$ cat src/shared/tsr_pkg.sv
// constants, modes and result kinds for the time stamp result datapath
// assumes samples arrive one at a time from the instrument's binary stream
package tsr_pkg;

   // ------------------------------------------------------------------
   // field widths and positions
   // ------------------------------------------------------------------
   localparam int TIME_W      = 32;
   localparam int EVT_W       = 32;
   localparam int STATUS_W    = 16;
   localparam int STAMP_W     = 48;
   localparam int DIV_W       = 96;
   localparam int INTERP_LSB  = 0;
   localparam int INTERP_W    = 6;
   localparam int BLK_START_BIT = 6;
   localparam int INHIBIT_BIT = 7;
   localparam int CHAN_C_SHIFT = 2;

   // ------------------------------------------------------------------
   // time units; stamps are counted in fine units
   // ------------------------------------------------------------------
   localparam longint COARSE_TIME_PS = 2000;
   localparam longint FINE_TIME_PS   = 100;
   localparam longint COARSE_TICKS   = COARSE_TIME_PS / FINE_TIME_PS;
   localparam logic [63:0] PS_PER_S  = 64'h000000E8D4A51000;
   localparam logic [63:0] FREQ_SCALE = PS_PER_S / 64'(FINE_TIME_PS);

   // ------------------------------------------------------------------
   // measurement modes, result kinds, control states
   // ------------------------------------------------------------------
   typedef enum logic [2:0] {
      MODE_CTI       = 3'h0,
      MODE_FREQ      = 3'h1,
      MODE_PERIOD    = 3'h2,
      MODE_TI        = 3'h3,
      MODE_SIGNED_TI = 3'h4
   } meas_mode_e;

   typedef enum logic [2:0] {
      KIND_ARM    = 3'h0,
      KIND_CTI    = 3'h1,
      KIND_FREQ   = 3'h2,
      KIND_PERIOD = 3'h3,
      KIND_TI     = 3'h4
   } result_kind_e;

   typedef enum logic [3:0] {
      ST_IDLE  = 4'h1,
      ST_WAIT  = 4'h2,
      ST_DIV   = 4'h4,
      ST_CHECK = 4'h8
   } calc_state_e;

   localparam logic [6:0] DIV_STEPS = 7'(DIV_W);

endpackage : tsr_pkg

$ cat src/shared/stamp_if.sv
// carries corrected stamps from the stamp former to the result logic
// assumes one clock domain; valid is a one-cycle pulse per sample
`timescale 1ns/1ps
`default_nettype none
interface stamp_if;
   logic                        valid;
   logic                        first;
   logic                        inhibit;
   logic [tsr_pkg::STAMP_W-1:0] time_stamp;
   logic [tsr_pkg::STAMP_W-1:0] event_stamp;
   modport src (output valid, first, inhibit, time_stamp, event_stamp);
   modport dst (input  valid, first, inhibit, time_stamp, event_stamp);
endinterface : stamp_if
`default_nettype wire

$ cat src/logic/stamp_former.sv
// rollover correction and stamp forming for one raw sample per take
// assumes take_in only when a sample is valid; result one cycle later
`timescale 1ns/1ps
`default_nettype none
module stamp_former (
   input  wire logic                         core_clk_in,
   input  wire logic                         nrst_in,
   input  wire logic                         take_in,
   input  wire logic [tsr_pkg::TIME_W-1:0]   time_count_in,
   input  wire logic [tsr_pkg::STATUS_W-1:0] status_in,
   input  wire logic [tsr_pkg::EVT_W-1:0]    event_count_in,
   input  wire logic                         signed_mode_in,
   input  wire logic                         channel_c_in,
   input  wire logic [tsr_pkg::STAMP_W-1:0]  time_ovf_corr_in,
   input  wire logic [tsr_pkg::STAMP_W-1:0]  event_ovf_corr_in,
   stamp_if.src                              sif
);
   typedef struct packed {
      logic [tsr_pkg::TIME_W-1:0]  prev_t;
      logic [tsr_pkg::EVT_W-1:0]   prev_e;
      logic                        have_t;
      logic                        have_e;
      logic [tsr_pkg::STAMP_W-1:0] tacc;
      logic [tsr_pkg::STAMP_W-1:0] eacc;
      logic                        valid;
      logic                        first;
      logic                        inhibit;
      logic [tsr_pkg::STAMP_W-1:0] ts;
      logic [tsr_pkg::STAMP_W-1:0] es;
   } former_s;

   former_s st_reg;
   former_s st_next;
   logic    is_first;
   logic    t_roll;
   logic    e_roll;
   logic [tsr_pkg::STAMP_W-1:0] t_corr;
   logic [tsr_pkg::STAMP_W-1:0] e_corr;

   // ------------------------------------------------------------------
   // next state
   // ------------------------------------------------------------------
   always_comb begin
      st_next       = st_reg;
      st_next.valid = 1'b0;
      is_first = status_in[tsr_pkg::BLK_START_BIT];
      t_roll   = !signed_mode_in && st_reg.have_t
                 && (time_count_in < st_reg.prev_t);
      e_roll   = !is_first && !signed_mode_in && st_reg.have_e
                 && (event_count_in < st_reg.prev_e);
      t_corr   = st_reg.tacc + (t_roll ? time_ovf_corr_in : '0);
      e_corr   = st_reg.eacc + (e_roll ? event_ovf_corr_in : '0);
      if (take_in) begin
         st_next.valid   = 1'b1;
         st_next.first   = is_first;
         st_next.inhibit = status_in[tsr_pkg::INHIBIT_BIT];
         st_next.tacc    = t_corr;
         st_next.prev_t  = time_count_in;
         st_next.have_t  = 1'b1;
         st_next.ts = (tsr_pkg::STAMP_W'(time_count_in) + t_corr)
                      * tsr_pkg::STAMP_W'(tsr_pkg::COARSE_TICKS)
                      - tsr_pkg::STAMP_W'(status_in[tsr_pkg::INTERP_LSB
                                                    +: tsr_pkg::INTERP_W]);
         if (!is_first && !signed_mode_in) begin
            st_next.eacc   = e_corr;
            st_next.prev_e = event_count_in;
            st_next.have_e = 1'b1;
            st_next.es = (tsr_pkg::STAMP_W'(event_count_in) + e_corr)
                         << (channel_c_in ? tsr_pkg::CHAN_C_SHIFT : 0);
         end else begin
            st_next.es = '0;
         end
      end
   end

   always_ff @(posedge core_clk_in or negedge nrst_in) begin
      if (!nrst_in) begin
         st_reg <= '0;
      end else begin
         st_reg <= st_next;
      end
   end

   assign sif.valid       = st_reg.valid;
   assign sif.first       = st_reg.first;
   assign sif.inhibit     = st_reg.inhibit;
   assign sif.time_stamp  = st_reg.ts;
   assign sif.event_stamp = st_reg.es;
endmodule : stamp_former
`default_nettype wire

$ cat src/logic/timestamp_result_calc.sv
// result calculation from corrected time and event stamps
// assumes a sample source with valid/ready and static configuration inputs
`timescale 1ns/1ps
`default_nettype none
module timestamp_result_calc #(
   parameter int DIV_W = tsr_pkg::DIV_W
) (
   input  wire logic                         core_clk_in,
   input  wire logic                         nrst_in,
   input  wire logic                         sample_valid_in,
   output logic                              sample_ready_out,
   input  wire logic [tsr_pkg::TIME_W-1:0]   time_count_in,
   input  wire logic [tsr_pkg::STATUS_W-1:0] status_in,
   input  wire logic [tsr_pkg::EVT_W-1:0]    event_count_in,
   input  wire logic [2:0]                   mode_in,
   input  wire logic                         expanded_in,
   input  wire logic                         channel_c_in,
   input  wire logic [tsr_pkg::STAMP_W-1:0]  path_offset_in,
   input  wire logic [tsr_pkg::STAMP_W-1:0]  time_ovf_corr_in,
   input  wire logic [tsr_pkg::STAMP_W-1:0]  event_ovf_corr_in,
   output logic                              result_valid_out,
   output logic [2:0]                        result_kind_out,
   output logic [tsr_pkg::STAMP_W-1:0]       result_out,
   output logic                              result_inhibit_out,
   output logic                              expanded_valid_out,
   output logic [tsr_pkg::STAMP_W-1:0]       expanded_out,
   output logic                              div_zero_out
);
   typedef struct packed {
      tsr_pkg::calc_state_e        state;
      logic                        need_arm;
      logic                        have_prev;
      logic                        phase_stop;
      logic [tsr_pkg::STAMP_W-1:0] arm_ts;
      logic [tsr_pkg::STAMP_W-1:0] prev_ts;
      logic [tsr_pkg::STAMP_W-1:0] prev_es;
      logic [tsr_pkg::STAMP_W-1:0] start_ts;
      logic [DIV_W-1:0]            quo;
      logic [DIV_W-1:0]            rem;
      logic [DIV_W-1:0]            den;
      logic [6:0]                  cnt;
      tsr_pkg::result_kind_e       kind;
      logic [tsr_pkg::STAMP_W-1:0] res;
      logic                        res_valid;
      logic                        inhibit;
      logic [tsr_pkg::STAMP_W-1:0] aux;
      logic                        aux_valid;
      logic                        div_zero;
   } calc_s;

   calc_s st_reg;
   calc_s st_next;

   stamp_if sif ();

   tsr_pkg::meas_mode_e         mode;
   logic                        block_mode;
   logic                        take;
   logic [tsr_pkg::STAMP_W-1:0] arm_corr;
   logic [tsr_pkg::STAMP_W-1:0] arm_diff;
   logic [tsr_pkg::STAMP_W-1:0] dt;
   logic [tsr_pkg::STAMP_W-1:0] de;
   logic [tsr_pkg::STAMP_W-1:0] pair_diff;
   logic [DIV_W-1:0]            rem_sh;

   assign mode       = tsr_pkg::meas_mode_e'(mode_in);
   assign block_mode = (mode == tsr_pkg::MODE_CTI) || (mode == tsr_pkg::MODE_FREQ)
                       || (mode == tsr_pkg::MODE_PERIOD);
   // one sample in flight: ready stays low while a stamp is paired or divided
   assign sample_ready_out = (st_reg.state == tsr_pkg::ST_IDLE);
   assign take = sample_valid_in && sample_ready_out;

   // ------------------------------------------------------------------
   // stamp forming
   // ------------------------------------------------------------------
   stamp_former u_stamp_former (
      .core_clk_in       (core_clk_in),
      .nrst_in           (nrst_in),
      .take_in           (take),
      .time_count_in     (time_count_in),
      .status_in         (status_in),
      .event_count_in    (event_count_in),
      .signed_mode_in    (mode == tsr_pkg::MODE_SIGNED_TI),
      .channel_c_in      (channel_c_in),
      .time_ovf_corr_in  (time_ovf_corr_in),
      .event_ovf_corr_in (event_ovf_corr_in),
      .sif               (sif.src)
   );

   // ------------------------------------------------------------------
   // differences
   // ------------------------------------------------------------------
   // differences wrap in two's complement, so a stop ahead of its start reads negative
   assign arm_corr  = sif.time_stamp - path_offset_in;
   assign arm_diff  = sif.time_stamp - st_reg.arm_ts;
   assign dt        = sif.time_stamp - st_reg.prev_ts;
   assign de        = sif.event_stamp - st_reg.prev_es;
   assign pair_diff = sif.time_stamp + path_offset_in - st_reg.start_ts;
   assign rem_sh    = {st_reg.rem[DIV_W-2:0], st_reg.quo[DIV_W-1]};

   // ------------------------------------------------------------------
   // next state
   // ------------------------------------------------------------------
   always_comb begin
      st_next           = st_reg;
      st_next.res_valid = 1'b0;
      st_next.aux_valid = 1'b0;
      case (st_reg.state)
         tsr_pkg::ST_IDLE: begin
            if (take) begin
               st_next.state = tsr_pkg::ST_WAIT;
            end
         end
         tsr_pkg::ST_WAIT: begin
            st_next.state   = tsr_pkg::ST_IDLE;
            st_next.inhibit = sif.inhibit;
            if (block_mode) begin
               // a block-start sample only holds the arming stamp; its result comes next
               if (sif.first) begin
                  st_next.arm_ts    = arm_corr;
                  st_next.need_arm  = 1'b1;
                  st_next.have_prev = 1'b0;
               end else begin
                  st_next.prev_ts   = sif.time_stamp;
                  st_next.prev_es   = sif.event_stamp;
                  st_next.have_prev = 1'b1;
                  if (st_reg.need_arm) begin
                     st_next.need_arm  = 1'b0;
                     st_next.kind      = tsr_pkg::KIND_ARM;
                     st_next.res       = arm_diff;
                     st_next.res_valid = 1'b1;
                  end else if (st_reg.have_prev) begin
                     if (mode == tsr_pkg::MODE_CTI) begin
                        st_next.kind      = tsr_pkg::KIND_CTI;
                        st_next.res       = dt;
                        st_next.res_valid = 1'b1;
                        st_next.aux       = de - tsr_pkg::STAMP_W'(1);
                        st_next.aux_valid = expanded_in;
                     end else begin
                        st_next.aux   = dt;
                        st_next.state = tsr_pkg::ST_DIV;
                        st_next.cnt   = tsr_pkg::DIV_STEPS;
                        st_next.rem   = '0;
                        if (mode == tsr_pkg::MODE_FREQ) begin
                           st_next.kind = tsr_pkg::KIND_FREQ;
                           st_next.quo  = DIV_W'(de) * DIV_W'(tsr_pkg::FREQ_SCALE);
                           st_next.den  = DIV_W'(dt);
                        end else begin
                           st_next.kind = tsr_pkg::KIND_PERIOD;
                           st_next.quo  = DIV_W'(dt);
                           st_next.den  = DIV_W'(de);
                        end
                     end
                  end
               end
            end else begin
               // a block start always opens a new pair as its start
               if (sif.first || !st_reg.phase_stop) begin
                  st_next.start_ts   = sif.time_stamp;
                  st_next.phase_stop = 1'b1;
               end else begin
                  st_next.phase_stop = 1'b0;
                  st_next.kind       = tsr_pkg::KIND_TI;
                  st_next.res        = pair_diff;
                  st_next.res_valid  = 1'b1;
               end
            end
         end
         // restoring division: one quotient bit a cycle, dividend shifted out of quo
         tsr_pkg::ST_DIV: begin
            if (rem_sh >= st_reg.den) begin
               st_next.rem = rem_sh - st_reg.den;
               st_next.quo = {st_reg.quo[DIV_W-2:0], 1'b1};
            end else begin
               st_next.rem = rem_sh;
               st_next.quo = {st_reg.quo[DIV_W-2:0], 1'b0};
            end
            st_next.cnt = st_reg.cnt - 7'h01;
            if (st_reg.cnt == 7'h01) begin
               st_next.state = tsr_pkg::ST_CHECK;
            end
         end
         tsr_pkg::ST_CHECK: begin
            st_next.state     = tsr_pkg::ST_IDLE;
            // a zero divisor leaves the quotient all ones; the flag tells it apart
            st_next.div_zero  = (st_reg.den == '0);
            st_next.res       = st_reg.quo[tsr_pkg::STAMP_W-1:0];
            st_next.res_valid = 1'b1;
            st_next.aux_valid = expanded_in;
         end
         default: begin
            st_next.state = tsr_pkg::ST_IDLE;
         end
      endcase
   end

   always_ff @(posedge core_clk_in or negedge nrst_in) begin
      if (!nrst_in) begin
         st_reg       <= '0;
         st_reg.state <= tsr_pkg::ST_IDLE;
      end else begin
         st_reg <= st_next;
      end
   end

   // ------------------------------------------------------------------
   // outputs
   // ------------------------------------------------------------------
   assign result_valid_out   = st_reg.res_valid;
   assign result_kind_out    = st_reg.kind;
   assign result_out         = st_reg.res;
   assign result_inhibit_out = st_reg.inhibit;
   assign expanded_valid_out = st_reg.aux_valid;
   assign expanded_out       = st_reg.aux;
   assign div_zero_out       = st_reg.div_zero;
endmodule : timestamp_result_calc
`default_nettype wire

$ cat config.mk
export PLATFORM = sky130hd
export DESIGN_NAME = timestamp_result_calc
export DESIGN_NICKNAME = d
export VERILOG_FILES = /design/src/shared/tsr_pkg.sv /design/src/shared/stamp_if.sv /design/src/logic/stamp_former.sv /design/src/logic/timestamp_result_calc.sv
export SDC_FILE = /design/constraint.sdc
export NUM_CORES = 2
export LEC_CHECK = 0
export CAP_MARGIN = 20
export CORE_MARGIN = 2
export CORE_UTILIZATION = 55
export CTS_CLUSTER_DIAMETER = 80
export DETAILED_ROUTE_END_ITERATION = 10
export DONT_BUFFER_PORTS = 1
export MAX_ROUTING_LAYER = met4
export PLACE_DENSITY_LB_ADDON = 0.25
export SYNTH_ARGS = -nofsm -noshare
export SYNTH_HDL_FRONTEND = slang
export SYNTH_SLANG_ARGS = --single-unit
$ cat constraint.sdc
create_clock -name core_clk_in -period 11.4 [get_ports core_clk_in]
set_clock_uncertainty 0.2 [all_clocks]
set_input_delay 0 -clock core_clk_in [delete_from_list [all_inputs] [get_ports core_clk_in]]
set_output_delay 0 -clock core_clk_in [all_outputs]
set_load 0.02 [all_outputs]
* After elaboration in Yosys (flattened, before gate mapping)
Cells that the tools add are included.
Widths: inputs -> output; s select.
** Word-level totals
- Register bits :: 856
- Bits in latches :: 0
- Bits in writable memories :: 0
- ROM bits :: 0
- Bits of input ports :: 232
- Output and inout bits :: 104
- Memories kept :: 0
** Operators by class
- Add/sub/neg operators :: 14
- Multiply operators :: 2
- Divide/modulo/power cells :: 0
- Order comparisons :: 3
- Equal/unequal tests :: 22
- Shifts and indexed selects :: 1
- Multiplexer cells :: 38
- Bitwise gates (word level) :: 4
- Reductions and logical operators :: 28
** Operator list (number)
- $mux 295 :: 3
- $mux 347 :: 2
- $pmux 192 s2 :: 1
- $mux 48 :: 5
- $sub 48x48->48 :: 5
- $mux 52 :: 3
- $add 48x48->48 :: 3
- $pmux 49 s2 :: 1
- $mux 97 :: 1
- $add 32x48->48 :: 2
- $ge 96x96->1 :: 1
- $logic_not 96->1 :: 1
- $sub 96x96->96 :: 1
- $mux 82 :: 1
- $mul 48x24->72 const B :: 1
- $lt 32x32->1 :: 2
- $mux 49 :: 1
- $mul 48x3->46 const B :: 1
- $shl 48x32->48 :: 1
- $sub 48x1->48 const B :: 1
- $sub 48x6->48 :: 1
- $ne 2x2->1 const B :: 8
- $pmux 7 s2 :: 1
- $mux 4 :: 3
- other kinds (29) :: 62

* Logic depth before layout (Yosys ltp)
- Word-level depth :: 10
- Depth in mapped cells :: 50
- Gate-level depth less buffers :: 48

* Cells and area by module
A second synthesis with hierarchy kept.
** Unflattened totals
- Cells, all modules :: 10619
- Area, all modules :: 89071.7 um2
** By module, submodules not included
- timestamp_result_calc :: times used 1, cells each 7526, area an instance 63494.6 um2
- stamp_former :: times used 1, cells each 3093, area an instance 25577.0 um2

* Worst setup path after synthesis
No wires, ideal clock.
- Path type :: register -> register
- From :: register u_stamp_former.st_reg[231] in the netlist's numbering
- To :: register u_stamp_former.st_reg (netlist bit u_stamp_former.sif.time_stamp[47])
- Arrival :: 9.939 ns
- Slack :: 1.135 ns
- Stages on the path, launching flop included :: 49
- Path buffers :: 2
- Path through :: dfrtp_1 inv_1 ha_1 nand2_1 o21ai_0 a21oi_1 o21ai_0 a311oi_1 or3_1 a31oi_1 clkbuf_1 clkbuf_1 nor2b_1 ha_1 o211ai_1 o211ai_2 a211oi_4 o21bai_1 [... 13 more ...] a211oi_1 o21bai_1 xor2_1 ha_1 ha_1 nand4_1 nor3b_1 nand2_1 a211oi_1 o21ai_2 xnor2_1 nor4_4 nand3_2 or4_1 or3_1 nor3_1 nor3_1 a221o_1
** Between the ends
- Longest elaborated chain between the ends :: 7
** RTL lines
- start: declaration :: RTL line stamp_former.sv:32 : former_s st_reg;
- start signal: assignment :: RTL line stamp_former.sv:80 : st_reg <= st_next;
- $lt 32x32->1 :: RTL line stamp_former.sv:48 : && (time_count_in < st_reg.prev_t);
- $logic_and 1x1->1 :: RTL line stamp_former.sv:48
- $mux 48 :: RTL line stamp_former.sv:51 : t_corr = st_reg.tacc + (t_roll ? time_ovf_corr_in : '0);
- $add 48x48->48 :: RTL line stamp_former.sv:51
- net u_stamp_former.t_corr (one bit) :: RTL line stamp_former.sv:37 : logic [tsr_pkg::STAMP_W-1:0] t_corr;
- $add 32x48->48 :: RTL line stamp_former.sv:60 : st_next.ts = (tsr_pkg::STAMP_W'(time_count_in) + t_corr)
- $mul 48x3->46 :: RTL line stamp_former.sv:61 : * tsr_pkg::STAMP_W'(tsr_pkg::COARSE_TICKS)
- $sub 48x6->48 :: RTL line stamp_former.sv:62 : - tsr_pkg::STAMP_W'(status_in[tsr_pkg::INTERP_LSB
The timed path passes the listed nets, and every way through them passes these cells.
A chain may end at the register's enable or synchronous reset.

* Worst setup path in the final report
- From :: register u_stamp_former.st_reg (netlist bit u_stamp_former.sif.event_stamp[0])
- To :: register st_reg[381] in the netlist's numbering
** Between the ends
- Longest elaborated chain between the ends :: 9
** RTL lines
- $sub 48x48->48 :: RTL line timestamp_result_calc.sv:97 : assign de = sif.event_stamp - st_reg.prev_es;
- $mul 48x24->72 :: RTL line timestamp_result_calc.sv:146 : st_next.quo = DIV_W'(de) * DIV_W'(tsr_pkg::FREQ_SCALE);
- $mux 82 :: RTL line timestamp_result_calc.sv:144 : if (mode == tsr_pkg::MODE_FREQ) begin
- $mux 295 :: RTL line timestamp_result_calc.sv:133 : if (mode == tsr_pkg::MODE_CTI) begin
- $mux 347 :: RTL line timestamp_result_calc.sv:132 : end else if (st_reg.have_prev) begin
- $mux 295 :: RTL line timestamp_result_calc.sv:127 : if (st_reg.need_arm) begin
- $mux 347 :: RTL line timestamp_result_calc.sv:119 : if (sif.first) begin
- $mux 295 :: RTL line timestamp_result_calc.sv:117 : if (block_mode) begin
- $pmux 192 s2 :: RTL line timestamp_result_calc.sv:108 : case (st_reg.state)
- end signal: assignment :: RTL line timestamp_result_calc.sv:202 : st_reg <= st_next;
- end: declaration :: RTL line timestamp_result_calc.sv:51 : calc_s st_reg;
Every way passes these cells. The select of a mux whose other input is x is not followed.

==> results.py <==
metrics = {
    "run_status": {
        "status": "finished clean",
    },
    "die": {
        "fp.dieH_um": 400,
        "dieArea_um2": 160000,
        "pin_count": 336,
        "start_util": 0.553,
        "core_area_um2": 156000,
        "rows": 145,
        "die_w_um": 400,
    },
    "setup_path": {
        "reg2reg_depth": 44,
        "required_ns": 11.84,
        "crit_fanout": 5,
        "crit_top_cell": "fa_1",
        "cp-end-kind": "flop",
        "reg2reg_to": "st_reg[381]$_DFFE_PN0P_",
        "cpPeakStageDelay_ns": 0.56,
        "crit_path_top_delay_cell": "fa_1",
        "r2r_start": "u_stamp_former.sif.event_stamp[0]$_DFFE_PN0P_",
        "rrSetupSlack_ns": 0.48,
        "startpoint_type": "flop",
        "critPathKind": "flop to flop",
        "cp_data_arrival_time_ns": 11.36,
    },
    "routing": {
        "routedWlPerCell_um": 22.0,
        "ant_nets": 0,
        "drc_errors": 0,
        "drt_iter0_drc": 6305,
        "dr_total_vias": 74900,
        "via_per_inst": 5.94,
        "drt-total-wl_um": 277000,
        "firstDrtPassIters": 9,
    },
    "cts": {
        "htree_levels": 3,
        "cts.path.max_buffers": 3,
        "cts_sinks": 806,
        "insertion_delay_ns": 0.78,
        "cts_buffers": 99,
        "cts-root-buf": "clkbuf_16",
        "path_clk_slew_ns": 0.06,
        "cts_tree": "built",
    },
    "logic_synthesis": {
        "ys.flop_type": "dfrtp_1",
        "synth_edf_count": 0,
        "synthCells": 10200,
        "synth_top_family_by_area": "adder cells",
        "yosys.area_share.simple": 0.146,
        "syn_area_um2": 86200,
        "yosys_warnings": 0,
        "ys_seq_area_frac": 0.234,
        "synth_top_cell_by_area": "dfrtp_1",
        "synth-xor-area-share": 0.0659,
        "syn-num-nets": 12000,
        "synth_cell_types": 111,
        "synth-seq-cells": 806,
        "synth_area_leaders": "dfrtp_1, ha_1, fa_1, inv_1, nand2_1",
        "synth_top_cell_area_share": 0.234,
        "async_reset_ff_frac": 1.00,
        "yosys.area_share.adder": 0.266,
        "synthMuxAreaShare": 0.0160,
        "synth_compound_area_frac": 0.191,
        "avgSynthCellArea_um2": 8.43,
    },
    "sta": {
        "fmax_ghz": 0.0916,
        "setup_ws_ns": 0.477,
        "tns_ns": 0,
        "finalHoldViolCount": 0,
        "max_slew_margin": 0.178,
        "post-route-period-util": 0.958,
        "slew_violations": 0,
        "rsz0062_at_grt": "true",
        "tightest_slew_ns": 1.23,
        "finalSetupViolCount": 0,
        "finalCriticalPeriod_ns": 10.92,
    },
    "worst_hold_path": {
        "worstHoldPathType": "primary input to flop",
        "holdPathEnd": "u_stamp_former.sif.time_stamp[1]$_DFFE_PN0P_",
        "hold_path.startpoint": "status_in[1]",
        "hold_depth": 5,
    },
    "cells_and_area": {
        "final_cell_mix": "inv_1, nand2_1, ha_1, dfrtp_1, o21ai_0",
        "multi_input_area_um2": 59400,
        "ff_latch_area_um2": 20200,
        "final_area_um2": 95900,
        "drive_gt1_frac": 0.0509,
        "nFillCells": 13700,
        "synthToLayoutAreaGrowth_pct": 11.2,
        "final_common_cell": "inv_1",
        "largest_reg_flops": 349,
        "final_nets": 12200,
        "post-route-util": 0.615,
    },
    "global_routing": {
        "grt_antenna_before_repair": 25,
        "grt_usage": 0.352,
        "grt_pass1_vias": 73300,
        "grt_max_degree": 807,
        "grt_overflow": 0,
        "grt_pass1_wl_um": 425000,
    },
    "pwr": {
        "power_uw": 7090,
        "ir_drop_mv": 0.110,
        "powerDensity_nw_per_um2": 73.9,
        "leakage_uw": 0.0491,
    },
    "place": {
        "dp_hpwl_um": 213000,
        "place_ws_ns": 0.141,
        "placed_area_um2": 88000,
        "gp_congestion": 1.04,
        "io_buffer_count": 0,
    },
    "flow_run": {
        "drv_cap": 0,
    },
}
[worst max-delay path: cells and delay by family, from the launching register on]
family | cells | cell delay, ns
AO/OA/AOI/OAI | 21 | 4.24
flip-flops | 1 | 0.37
AND/OR/NAND/NOR | 2 | 0.24
buffers and inverters | 9 | 0.82
adder cells (fa/ha/maj) | 10 | 4.49
XOR/XNOR | 2 | 0.46
[final cells by class]
type | instances | share of cell area
well taps | 2058 | 0.0268
clock buffers | 125 | 0.0283
inverters | 1309 | 0.0512
flip-flops and latches | 806 | 0.210
multi-input cells | 7672 | 0.619
repair buffers | 554 | 0.0547
clock inverters | 57 | 0.00900
diodes | 22 | 0.000574
[synth_stat cells, types with 100 or more instances]
cell type and instances:
inv_1 1308, nand2_1 1124, ha_1 1114, dfrtp_1 805
o21ai_0 780, a21oi_1 736, nor2_1 549, fa_1 449
xnor2_1 403, a21o_1 331, clkbuf_1 317, xor2_1 241
nand3_1 166, nor3_1 120, nor2b_1 119, and3_1 116
buf_4 100
[power breakdown]
part	total, µW	leakage, µW	internal [µW]	switching (µW)
combinational	719	0.0377	289	430
clock	3510	0.00172	2070	1440
sequential	2860	0.00971	2860	0
total	7090	0.0491	5220	1870
[cells by family after synthesis]
kind of cell    count (synthesis)
compound gates               2650
flops                         806
xor+xnor                      646
simple gates                 2683
mux                           130
fa+ha+maj                    1563
buf+inv                      1756
[metal layers]
layer,up-vias,GRT usage,part of all wire,routed length [µm]
li1,35400,-,-,-
met1,36300,0.466,0.44,121000
met2,2671,0.536,0.44,123000
met3,561,0.0627,0.077,21400
met4,0,0.134,0.045,12500
met5,-,-,0,0
[per-stage QoR]
stage          hold slack [ns]  instances
6_report                0.0349      12600
5_1_grt                 0.0296      12600
4_1_cts                  -1.29      12600
3_5_place_dp            -0.469      12000
3_3_place_gp            -0.469      12000
2_1_floorplan           -0.496      10200
[worst max-delay path by stage]
stage	from	endpoint
after floorplan	u_stamp_former.st_reg[231]$_DFFE_PN0P_	u_stamp_former.sif.time_stamp[47]$_DFFE_PN0P_
final	u_stamp_former.sif.event_stamp[0]$_DFFE_PN0P_	st_reg[381]$_DFFE_PN0P_
after detailed placement	u_stamp_former.sif.event_stamp[0]$_DFFE_PN0P_	st_reg[381]$_DFFE_PN0P_
after global routing	u_stamp_former.st_reg[250]$_DFFE_PN0P_	u_stamp_former.sif.time_stamp[47]$_DFFE_PN0P_
after CTS	u_stamp_former.sif.event_stamp[0]$_DFFE_PN0P_	st_reg[381]$_DFFE_PN0P_
after global placement	u_stamp_former.sif.event_stamp[0]$_DFFE_PN0P_	st_reg[383]$_DFFE_PN0P_
[repair_timing]
action,4_1_cts,5_1_grt
resized for setup,0,43
hold endpoints to repair,1263,212
setup endpoints to repair,0,32
setup buffers,0,4
hold buffers,394,2
No activity file was read; power rests on OpenSTA's default activity.
